[src/hdl/uq_defs.vh]
// Constants of the serial port with LIN, handshake and smart card quirks.
// Assumes inclusion by bare name from the design files of this block.
// Functional notes
// - In smart card mode every read of the error count register is zero.
// - As LIN master the identifier is never taken from the DMA buffer.
// - Writing the identifier register starts the frame once DMA is ready.
// - The identifier flag is raised only on a received header.
// - With the LIN DMA mode bit set a LIN transfer never starts.
// - In handshake mode RTS stays low even when the DMA buffer is full.
// - Writing one to the force-high command drives RTS high.
// - Writing one to the force-low command drives RTS low again.
// - In protocol T1 the receiver dies after any send until recovery.
`ifndef UQ_DEFS_VH
`define UQ_DEFS_VH
// ********************
// Register offsets
// ********************
`define UQ_ADR_CTRL 8'h00
`define UQ_ADR_MODE 8'h04
`define UQ_ADR_LINMODE 8'h08
`define UQ_ADR_LIN_IDENTIFIER 8'h0C
`define UQ_ADR_ERRCNT 8'h10
`define UQ_ADR_STATUS 8'h14
`define UQ_ADR_IRQCLR 8'h18
`define UQ_ADR_IRQEN 8'h1C
`define UQ_ADR_RXDATA 8'h20
`define UQ_ADR_BAUD 8'h24
// ********************
// Fields and codes
// ********************
`define UQ_CTRL_RXRST 0
`define UQ_CTRL_RTSHI 1
`define UQ_CTRL_RTSLO 2
`define UQ_LINMODE_DMA 0
`define UQ_ST_RXRDY 0
`define UQ_ST_TXDONE 1
`define UQ_ST_LIN_IDENTIFIER 2
`define UQ_ST_FERR 3
`define UQ_MODE_NORMAL 3'h0
`define UQ_MODE_HSHAKE 3'h1
`define UQ_MODE_ISO_T0 3'h2
`define UQ_MODE_ISO_T1 3'h3
`define UQ_MODE_LIN_MST 3'h4
`define UQ_MODE_LIN_SLV 3'h5
`define UQ_LIN_SYNC 8'h55
// ********************
// Reset values
// ********************
`define UQ_RST_MODE 3'h0
`define UQ_RST_BAUD 16'h0007
`endif

[src/hdl/uq_tx.v]
// Byte transmitter: one start bit, eight data bits LSB first, one stop.
// Assumes the divisor is stable while a byte is on the line.
`timescale 1ns/1ps
`default_nettype none
module uq_tx
(
   input wire clk_i,
   input wire rst_i,
   input wire [15:0] div_i,
   input wire start_i,
   input wire [7:0] data_i,
   output reg tx_o,
   output reg busy_o,
   output reg done_o
);
   reg [15:0] cnt;
   reg [3:0] bitn;
   reg [8:0] sh;

   // A bit lasts div_i + 1 clock cycles.
   always @(posedge clk_i)
   begin
      if (rst_i)
      begin
         tx_o <= 1'b1;
         busy_o <= 1'b0;
         done_o <= 1'b0;
         cnt <= 16'h0000;
         bitn <= 4'h0;
         sh <= 9'h1FF;
      end
      else
      begin
         done_o <= 1'b0;
         if (!busy_o)
         begin
            if (start_i)
            begin
               tx_o <= 1'b0;
               busy_o <= 1'b1;
               sh <= {1'b1, data_i};
               cnt <= div_i;
               bitn <= 4'h0;
            end
         end
         else if (cnt != 16'h0000)
            cnt <= cnt - 16'h0001;
         else
         begin
            cnt <= div_i;
            if (bitn == 4'h9)
            begin
               busy_o <= 1'b0;
               done_o <= 1'b1;
            end
            else
            begin
               tx_o <= sh[0];
               sh <= {1'b1, sh[8:1]};
               bitn <= bitn + 4'h1;
            end
         end
      end
   end
endmodule // uq_tx
`default_nettype wire

[src/hdl/uq_rx.v]
// Byte receiver sampling each bit in its middle.
// Assumes rx_i is already synchronous to clk_i.
`timescale 1ns/1ps
`default_nettype none
module uq_rx
(
   input wire clk_i,
   input wire rst_i,
   input wire en_i,
   input wire [15:0] div_i,
   input wire rx_i,
   output reg [7:0] data_o,
   output reg valid_o,
   output reg ferr_o
);
   reg busy;
   reg [15:0] cnt;
   reg [3:0] bitn;

   always @(posedge clk_i)
   begin
      if (rst_i)
      begin
         busy <= 1'b0;
         cnt <= 16'h0000;
         bitn <= 4'h0;
         data_o <= 8'h00;
         valid_o <= 1'b0;
         ferr_o <= 1'b0;
      end
      else
      begin
         valid_o <= 1'b0;
         ferr_o <= 1'b0;
         if (!en_i)
            busy <= 1'b0;
         else if (!busy)
         begin
            if (!rx_i)
            begin
               busy <= 1'b1;
               cnt <= {1'b0, div_i[15:1]};
               bitn <= 4'h0;
            end
         end
         else if (cnt != 16'h0000)
            cnt <= cnt - 16'h0001;
         else
         begin
            cnt <= div_i;
            bitn <= bitn + 4'h1;
            // A start bit that is gone by mid-bit was a glitch.
            if (bitn == 4'h0)
               busy <= rx_i ? 1'b0 : 1'b1;
            else if (bitn == 4'h9)
            begin
               busy <= 1'b0;
               valid_o <= 1'b1;
               ferr_o <= ~rx_i;
            end
            else
               data_o <= {rx_i, data_o[7:1]};
         end
      end
   end
endmodule // uq_rx
`default_nettype wire

[src/hdl/uq_top.v]
// Serial port core with LIN master and slave, handshake and smart card
// modes, a classic Wishbone register slave and a byte-wide DMA port.
// Assumes serial and DMA inputs are synchronous to clk_i.
//
// The implementer's own choices: the Wishbone slave port and the register offsets.
`timescale 1ns/1ps
`default_nettype none
`include "uq_defs.vh"
module uq_top
(
   input wire clk_i,
   input wire rst_i,
   input wire [7:0] wb_adr_i,
   input wire [31:0] wb_dat_i,
   input wire [3:0] wb_sel_i,
   input wire wb_we_i,
   input wire wb_cyc_i,
   input wire wb_stb_i,
   output reg [31:0] wb_dat_o,
   output reg wb_ack_o,
   input wire dma_tx_rdy_i,
   input wire dma_tx_valid_i,
   input wire [7:0] dma_tx_data_i,
   output reg dma_tx_ack_o,
   output reg [7:0] dma_rx_data_o,
   output reg dma_rx_valid_o,
   input wire rxd_i,
   output reg txd_o,
   output reg rts_o,
   output reg irq_o
);
   localparam S_IDLE = 2'd0;
   localparam S_SYNC = 2'd1;
   localparam S_ID = 2'd2;
   localparam S_DATA = 2'd3;

   reg [2:0] mode;
   reg lin_dma_mode_bit;
   reg [7:0] lin_identifier;
   reg lin_pend;
   reg [7:0] err_cnt;
   reg [3:0] status;
   reg [3:0] irq_en;
   reg [15:0] baud;
   reg [1:0] state;
   reg [1:0] next_state;
   reg rx_dead;
   reg [1:0] recover;
   reg last_sync;
   reg tx_start;
   reg [7:0] tx_byte;
   reg take_dma;
   reg [31:0] rd_data;
   reg [3:0] next_status;
   wire tx_line;
   wire tx_busy;
   wire tx_done;
   wire [7:0] rx_byte;
   wire rx_valid;
   wire rx_ferr;
   wire acc;
   wire wr;
   wire wr_lo;
   wire is_lin;
   wire is_iso;
   wire rx_srst;
   wire cmd_rts_hi;
   wire cmd_rts_lo;
   wire lin_id_evt;

   // ********************
   // Bus decode
   // ********************
   // A write takes effect on the edge where the master sees ack high.
   assign acc = wb_cyc_i & wb_stb_i;
   assign wr = acc & wb_we_i & wb_ack_o;
   assign wr_lo = wr & wb_sel_i[0];
   assign is_lin = (mode == `UQ_MODE_LIN_MST) | (mode == `UQ_MODE_LIN_SLV);
   assign is_iso = (mode == `UQ_MODE_ISO_T0) | (mode == `UQ_MODE_ISO_T1);
   // Command bits only act when written with one.
   assign rx_srst = wr_lo & (wb_adr_i == `UQ_ADR_CTRL) &
                    wb_dat_i[`UQ_CTRL_RXRST];
   assign cmd_rts_hi = wr_lo & (wb_adr_i == `UQ_ADR_CTRL) &
                       wb_dat_i[`UQ_CTRL_RTSHI];
   assign cmd_rts_lo = wr_lo & (wb_adr_i == `UQ_ADR_CTRL) &
                       wb_dat_i[`UQ_CTRL_RTSLO];
   // Only a header arriving in slave mode names an identifier.
   assign lin_id_evt = rx_valid & (mode == `UQ_MODE_LIN_SLV) &
                       last_sync & ~rx_ferr;

   uq_tx uq_tx_inst
   (
      .clk_i(clk_i),
      .rst_i(rst_i),
      .div_i(baud),
      .start_i(tx_start),
      .data_i(tx_byte),
      .tx_o(tx_line),
      .busy_o(tx_busy),
      .done_o(tx_done)
   );

   uq_rx uq_rx_inst
   (
      .clk_i(clk_i),
      .rst_i(rst_i),
      .en_i(~rx_dead & ~rx_srst),
      .div_i(baud),
      .rx_i(rxd_i),
      .data_o(rx_byte),
      .valid_o(rx_valid),
      .ferr_o(rx_ferr)
   );

   // ********************
   // Transmit sequencing
   // ********************
   always @*
   begin
      next_state = state;
      tx_start = 1'b0;
      tx_byte = dma_tx_data_i;
      take_dma = 1'b0;
      case (state)
         S_IDLE:
         begin
            if (mode == `UQ_MODE_LIN_MST)
            begin
               // The identifier never comes from the DMA buffer, and the
               // DMA mode bit keeps the frame from ever starting.
               if (lin_pend & dma_tx_rdy_i & ~lin_dma_mode_bit &
                   ~tx_busy)
               begin
                  tx_start = 1'b1;
                  tx_byte = `UQ_LIN_SYNC;
                  next_state = S_SYNC;
               end
            end
            else if ((mode != `UQ_MODE_LIN_SLV) & dma_tx_rdy_i &
                     dma_tx_valid_i & ~tx_busy & ~dma_tx_ack_o)
            begin
               tx_start = 1'b1;
               take_dma = 1'b1;
            end
         end
         S_SYNC:
         begin
            if (tx_done)
            begin
               tx_start = 1'b1;
               tx_byte = lin_identifier;
               next_state = S_ID;
            end
         end
         S_ID:
         begin
            if (tx_done)
               next_state = S_DATA;
         end
         S_DATA:
         begin
            if (!tx_busy & !tx_done)
            begin
               if (!dma_tx_rdy_i)
                  next_state = S_IDLE;
               else if (dma_tx_valid_i & ~dma_tx_ack_o)
               begin
                  tx_start = 1'b1;
                  take_dma = 1'b1;
               end
            end
         end
         default:
            next_state = S_IDLE;
      endcase
   end

   // ********************
   // Status and interrupt
   // ********************
   // An event in the cycle of its clear keeps the bit set.
   always @*
   begin
      next_status = status;
      if (wr_lo & (wb_adr_i == `UQ_ADR_IRQCLR))
         next_status = status & ~wb_dat_i[3:0];
      if (rx_valid)
         next_status[`UQ_ST_RXRDY] = 1'b1;
      if (tx_done)
         next_status[`UQ_ST_TXDONE] = 1'b1;
      if (lin_id_evt)
         next_status[`UQ_ST_LIN_IDENTIFIER] = 1'b1;
      if (rx_valid & rx_ferr)
         next_status[`UQ_ST_FERR] = 1'b1;
   end

   // ********************
   // Read mux
   // ********************
   always @*
   begin
      rd_data = 32'h00000000;
      case (wb_adr_i)
         `UQ_ADR_MODE:
            rd_data[2:0] = mode;
         `UQ_ADR_LINMODE:
            rd_data[`UQ_LINMODE_DMA] = lin_dma_mode_bit;
         `UQ_ADR_LIN_IDENTIFIER:
            rd_data[7:0] = lin_identifier;
         `UQ_ADR_ERRCNT:
            rd_data[7:0] = is_iso ? 8'h00 : err_cnt;
         `UQ_ADR_STATUS:
            rd_data[3:0] = status;
         `UQ_ADR_IRQEN:
            rd_data[3:0] = irq_en;
         `UQ_ADR_RXDATA:
            rd_data[7:0] = dma_rx_data_o;
         `UQ_ADR_BAUD:
            rd_data[15:0] = baud;
         default:
            rd_data = 32'h00000000;
      endcase
   end

   // ********************
   // Registers
   // ********************
   always @(posedge clk_i)
   begin
      if (rst_i)
      begin
         wb_ack_o <= 1'b0;
         wb_dat_o <= 32'h00000000;
         mode <= `UQ_RST_MODE;
         lin_dma_mode_bit <= 1'b0;
         lin_identifier <= 8'h00;
         lin_pend <= 1'b0;
         err_cnt <= 8'h00;
         status <= 4'h0;
         irq_en <= 4'h0;
         baud <= `UQ_RST_BAUD;
         state <= S_IDLE;
         rx_dead <= 1'b0;
         recover <= 2'b00;
         last_sync <= 1'b0;
         dma_tx_ack_o <= 1'b0;
         dma_rx_data_o <= 8'h00;
         dma_rx_valid_o <= 1'b0;
         txd_o <= 1'b1;
         rts_o <= 1'b0;
         irq_o <= 1'b0;
      end
      else
      begin
         wb_ack_o <= acc & ~wb_ack_o;
         if (acc & ~wb_ack_o)
            wb_dat_o <= rd_data;
         if (wr_lo & (wb_adr_i == `UQ_ADR_MODE))
            mode <= wb_dat_i[2:0];
         if (wr_lo & (wb_adr_i == `UQ_ADR_LINMODE))
            lin_dma_mode_bit <= wb_dat_i[`UQ_LINMODE_DMA];
         if (wr_lo & (wb_adr_i == `UQ_ADR_IRQEN))
            irq_en <= wb_dat_i[3:0];
         if (wr_lo & (wb_adr_i == `UQ_ADR_BAUD))
            baud[7:0] <= wb_dat_i[7:0];
         if (wr & wb_sel_i[1] & (wb_adr_i == `UQ_ADR_BAUD))
            baud[15:8] <= wb_dat_i[15:8];
         // The identifier write arms the frame; the DMA start gates it.
         if (wr_lo & (wb_adr_i == `UQ_ADR_LIN_IDENTIFIER))
         begin
            lin_identifier <= wb_dat_i[7:0];
            lin_pend <= 1'b1;
         end
         else if (state == S_IDLE & next_state == S_SYNC)
            lin_pend <= 1'b0;
         else if (lin_id_evt)
            lin_identifier <= rx_byte;
         state <= next_state;
         txd_o <= tx_line;
         dma_tx_ack_o <= take_dma;
         dma_rx_valid_o <= rx_valid;
         if (rx_valid)
         begin
            dma_rx_data_o <= rx_byte;
            last_sync <= (rx_byte == `UQ_LIN_SYNC) & ~lin_id_evt;
         end
         if (rx_valid & rx_ferr & (err_cnt != 8'hFF))
            err_cnt <= err_cnt + 8'h01;
         status <= next_status;
         irq_o <= |(next_status & irq_en);
         // Hardware handshake never raises RTS on a full DMA buffer; it
         // moves only on the two commands, force-high winning a tie.
         if (cmd_rts_hi)
            rts_o <= 1'b1;
         else if (cmd_rts_lo)
            rts_o <= 1'b0;
         // T1 receive stays dead after a send until a receiver reset,
         // then a mode write, then a control write; a send restarts it.
         if ((mode == `UQ_MODE_ISO_T1) & tx_done)
         begin
            rx_dead <= 1'b1;
            recover <= 2'b00;
         end
         else if (rx_srst & (recover == 2'b00))
            recover <= 2'b01;
         else if ((recover == 2'b01) & wr_lo &
                  (wb_adr_i == `UQ_ADR_MODE))
            recover <= 2'b10;
         else if ((recover == 2'b10) & wr_lo &
                  (wb_adr_i == `UQ_ADR_CTRL))
         begin
            recover <= 2'b00;
            rx_dead <= 1'b0;
         end
      end
   end
endmodule // uq_top
`default_nettype wire

[config.mk]
export PLATFORM = sky130hd
export DESIGN_NAME = uq_top
export DESIGN_NICKNAME = d
export VERILOG_FILES = /design/src/hdl/uq_tx.v /design/src/hdl/uq_rx.v /design/src/hdl/uq_top.v
export VERILOG_INCLUDE_DIRS = /design/src /design/src/hdl
export SDC_FILE = /design/constraint.sdc
export NUM_CORES = 1
export LEC_CHECK = 0
export BUFFER_PORTS_ARGS = -buffer_cell sky130_fd_sc_hd__buf_2
export CORE_MARGIN = 3
export CORE_UTILIZATION = 40
export CTS_CLUSTER_DIAMETER = 40
export DETAILED_ROUTE_END_ITERATION = 8
export SYNTH_ARGS = -nofsm -noshare
export SYNTH_HDL_FRONTEND = slang
export SYNTH_SLANG_ARGS = --single-unit
[constraint.sdc]
create_clock -name clk_i -period 2.9 [get_ports clk_i]
set_input_delay 0.58 -clock clk_i [delete_from_list [all_inputs] [get_ports clk_i]]
set_output_delay 0.58 -clock clk_i [all_outputs]
set_load 0.1 [all_outputs]
# == Word level (Yosys, flattened, before mapping) ==
# Cells that the tools add are included.
# totals
register_bits,144
in_bits,60
out_inout_bits,46
elab_cells,234
# classes
addsub,5
eq_ne,31
n_mux,78
bitwise,58
reduce_logical,28
# ops
operator,count
$mux W16,6
$mux W8,8
$and A1 B1 Y1,40
$mux W1,36
$mux W9,4
$eq A8 B5 Y1 const B,4
$mux W4,8
$reduce_bool A16 Y1,2
$sub A16 B1 Y16 const B,2
$eq A8 B4 Y1 const B,2
$eq A8 B6 Y1 const B,2
$mux W2,8
$pmux W4 S4,1
$pmux W8 S2,1
$not A1 Y1,14
$pmux W2 S7,1
$ne A2 B2 Y1 const B,6
$reduce_bool A2 Y1,6
$reduce_and A3 Y1,3
$add A4 B1 Y4 const B,2
$add A8 B1 Y8 const B,1
$and A4 B4 Y4,2
$eq A4 B4 Y1 const B,2
$eq A8 B3 Y1 const B,1
27 further kinds,38

# == Logic depth before layout (Yosys ltp) ==
# logic_depth
depth_word,10
ltp_mapped,10
mapped_depth_nobuf,8

# == By module ==
# From an unflattened synthesis, not the netlist that was laid out.
# unflattened
cells_unflattened,960
hier_area_um2,8270.4
# by_module_without_submodules
module,n_inst,cells_each,area_per_inst_um2,seq_area_each_um2
uq_top,1,512,4484.3,1621.6
uq_rx,1,233,1974.4,620.6
uq_tx,1,215,1811.7,620.6

# == Worst setup path before layout ==
# No wires, ideal clock.
# synth_path
path_kind,reg2reg
start,register wb_ack_o
end,register uq_rx_inst.data_o[0]
setup_time_ns,0.128
arrival_ns,2.379
required_time_ns,2.772
setup_slack_ns,0.393
stages_incl_launch_ff,9
n_path_buf,2
period_less_slack_ns,2.507
cell_sequence,dfxtp_1 and4_1 buf_2 and4_1 or3_1 clkbuf_1 nor3_4 mux2i_1 nor2_1
# synth_via
elab_chain_len,7
# synth_rtl
item,line_no,text
start: declaration,uq_top.v:20,"output reg wb_ack_o,"
start signal: assignment,uq_top.v:255,wb_ack_o <= acc & ~wb_ack_o;
$and A1 B1 Y1,uq_top.v:76,assign wr = acc & wb_we_i & wb_ack_o;
$and A1 B1 Y1,uq_top.v:77,assign wr_lo = wr & wb_sel_i[0];
$and A1 B1 Y1 (2 in a row),uq_top.v:81,assign rx_srst = wr_lo & (wb_adr_i == `UQ_ADR_CTRL) &
$not A1 Y1,uq_top.v:107,".en_i(~rx_dead & ~rx_srst),"
$and A1 B1 Y1,uq_top.v:107,
$reduce_and A5 Y1 (no source line),-,
end signal: assignment,uq_rx.v:62,"data_o <= {rx_i, data_o[7:1]};"
end: declaration,uq_rx.v:12,"output reg [7:0] data_o,"
# No other way between the ends.
# A chain may end at the register's enable or synchronous reset.

# == Final worst setup path ==
# layout_path
start,register uq_tx_inst.cnt[0]
end,register uq_tx_inst.sh[6]
# layout_via
elab_chain_len,3
# layout_rtl
item,line_no,text
start: declaration,uq_tx.v:16,reg [15:0] cnt;
start signal: assignment,uq_tx.v:42,cnt <= div_i;
start signal: assignment,uq_tx.v:47,cnt <= cnt - 16'h0001;
start signal: assignment,uq_tx.v:50,cnt <= div_i;
$reduce_bool A16 Y1,uq_tx.v:46,else if (cnt != 16'h0000)
$ne A2 B2 Y1 (no source line),-,
$reduce_and A3 Y1 (no source line),-,
end signal: assignment,uq_tx.v:41,"sh <= {1'b1, data_i};"
end signal: assignment,uq_tx.v:59,"sh <= {1'b1, sh[8:1]};"
end: declaration,uq_tx.v:18,reg [8:0] sh;
# No other way between the ends.

==> impl_results.md <==
* Net load switching power at 1677 µW
* Register area share after synthesis at 38.14%
* Power per cell area at 612.9 nW/µm²
* Fin. max-slew vios at 0
* Final hold violations at 0
* Antenna cells at 0
* Total gr overflow at 0
* Top FF cell, synth: dfxtp_1
* Tot GR Track Use at 22.10%
* RSZ-0062 raised after global routing: false
* Post-CTS sizing at 0
* Post-Place Cell Area at 8139 µm²
* Area leader, netlist: dfxtp_1
* Skew-Pair Late Insertion Delay at 0.43 ns
* Syn_area_per_cell at 8.221 µm²
* CP Class: reg2reg
* Top-count cell post-synth: dfxtp_1
* Initial DRT Pass Iterations at 5
* Detailed-route via count at 7052
* Layout area overhead at 16.50%
* Vias in the first global route at 6589
* Initial DRC Count at 566
* Final wirelength at 22.35 mm
* Actual slew at the worst max-slew pin at 0.7600 ns
* Multi-input gate area at 4309 µm²
* #FFs+latches synth at 143
* Largest net degree at the start of global routing at 38
* Power share of the clock group at 41.9%
* Initial Utilization at 41.22%
* Core area at 18210 µm²
* Clock transition at path regs at 0.06 ns
* Crit. End Element: register
* First-pass GRT wire length at 36.02 mm
* Clock sink count at 143
* Setup TNS at 0 ns
* Pint at 3682 µW
* Rows at 49
* Worst Hold Class: in2reg
* Cell variety after synth at 83
* Nets at 1060
* Switching Fraction at 31.29%
* Rel. slew slack at 49.33%
* Num CTS Buffers at 17
* CTS root buf: clkbuf_16
* CP required at 3.28 ns
* Routed len/inst at 18.20 µm
* Cts hold-fix bufs at 0
* Setup bufs post-CTS at 0
* Worst hold slack at 0.3862 ns
* List of most frequent post-synthesis cells: 143 x dfxtp_1, 128 x nor2_1, 95 x nand2_1, 67 x a21oi_1, 52 x mux2i_1
* EDFF count, synth at 0
* Share of the synthesized area in the top cell type at 38.14%
* Crit Path Max Fanout at 18
* Drt via density at 5.743
* Initial antenna violation count at 0
* Post-DP HPWL at 16.17 mm
* Fillcell total at 1759
* Cells taking the most area after synthesis: dfxtp_1 38%, mux2i_1 6.9%, nor2_1 6.4%, nand2_1 4.8%, a21oi_1 4.5%
* Chip height at 143.0 µm
* PortBufs at 71
* Max Cap Viol at 0
* Flop pwr share at 39.3%
* FF+latch area at 2863 µm²
* CP arrival at 2.86 ns
* Top-Level Pins at 106
* Worst VDD drop at 454.4 µV
* Leakage at 0.003504 µW
* Die W at 143.0 µm
* Clock tree buffer depth at 2
* Async set or reset register ratio after synthesis at 0%
* Clock Skews at 0.008488 ns
* Outcome: finished clean
* YS warnings at 0
* H-tree levels at 4
* Layout Cells excl Fill at 1228
* DRT antenna net count at 0
* Design Area, Final at 8745 µm²
* Drt drc at 0
* Setup Viol. Count Final at 0
* DIE AREA at 20440 µm²
* CP Launch Type: register
* CTS tree: yes
* Synthesized instance count at 913
* Design Power at 5359 µW
* RePlAce Congestion at 0.9158
* Dpl cells at 1196
* Comb pwr share at 18.8%
* Final worst-path cycle share at 85.56%
* Maximum clock rate at 0.4030 GHz
* Tmin final at 2.481 ns
* Share of cells above drive strength 1 at 16.32%
* Synth Cell Area at 7506 µm²
==> path summary, 6_finish.rpt <==
| check | cells past startpoint | from | end | slack [ns] |
|---|---|---|---|---|
| setup reg to reg | 8 | uq_tx_inst.cnt[0] | uq_tx_inst.sh[6] | 0.42 |
| hold / removal | 3 | wb_dat_i[12] | baud[12] | 0.39 |
| setup / recovery | 8 | uq_tx_inst.cnt[0] | uq_tx_inst.sh[6] | 0.42 |
| hold reg to reg | 2 | wb_dat_o[14] | wb_dat_o[14] | 0.45 |
==> flip-flops by register name (all words and copies together), names as in the netlist, 2 cells and up <==
register and flops:
baud 16, uq_tx_inst.cnt 16, wb_dat_o 16, uq_tx_inst.bitn 4, status 4, uq_tx_inst.sh 8
err_cnt 8, dma_rx_data_o 8, uq_rx_inst.cnt 16, uq_rx_inst.bitn 4, recover 2, lin_identifier 8
state 2, mode 3, irq_en 4, uq_rx_inst.data_o 8
==> placed cells by master (no fill, tap or decap), types with 11 or more instances in the layout <==
cell / count
nor3_1: 26
nand2_1: 95
a21oi_1: 67
buf_4: 35
inv_1: 17
ha_1: 14
nor2b_1: 15
dfxtp_1: 143
conb_1: 16
buf_2: 70
nor2_1: 128
nand3_1: 26
o21ai_0: 36
mux2i_1: 52
clkbuf_16: 17
xor2_1: 11
==> critical path, cell delays in order, from the launching register on <==
cell,delay [ns]
dfxtp_1,0.34
inv_1,0.14
ha_1,0.17
nor4b_2,0.34
nand4_1,0.27
nor3_2,0.43
a21oi_2,0.22
a311oi_1,0.36
a211o_1,0.15
==> routing by layer <==
| layer | share of wire, % | GRT usage, % |
|---|---|---|
| met4 | 2.2 | 7.454 |
| met5 | 0 | 0 |
| met1 | 46 | 29.67 |
| met3 | 4.9 | 4.086 |
| met2 | 47 | 35.88 |
==> stage by stage <==
step	setup slack [ns]	util (%)
6_report	0.4188	48.02
5_1_grt	0.1022	48.02
4_1_cts	0.4397	48.02
3_5_place_dp	0.4007	44.70
3_3_place_gp	0.4134	44.70
2_1_floorplan	0.3931	-
==> final cells by class <==
cell class                      count  area share (%)
Multi-Input combinational cell    701           49.28
Sequential cell                   143           32.74
Timing Repair Buffer              105           7.011
Clock buffer                       19           5.180
Tap cell                          229           3.277
Clock inverter                     13           1.746
Inverter                           18          0.7726
==> cell families after synthesis <==
group	share of synthesized area, %
other	0.04996
buffers and inverters	5.201
AO/OA/AOI/OAI	20.35
adder cells (fa/ha/maj)	2.334
flip-flops	38.14
multiplexers	7.235
AND/OR/NAND/NOR	25.05
XOR/XNOR	1.634
==> power by group through the flow <==
stage | registers [µW] | clock network [µW] | logic [µW]
2_1_floorplan | 2180 | 0 | 717
3_3_place_gp | 2150 | 0 | 997
3_5_place_dp | 2150 | 0 | 996
4_1_cts | 2100 | 2280 | 1000
5_1_grt | 2120 | 2380 | 1110
6_report | 2110 | 2250 | 1010
(Power assumes the default switching activity.)
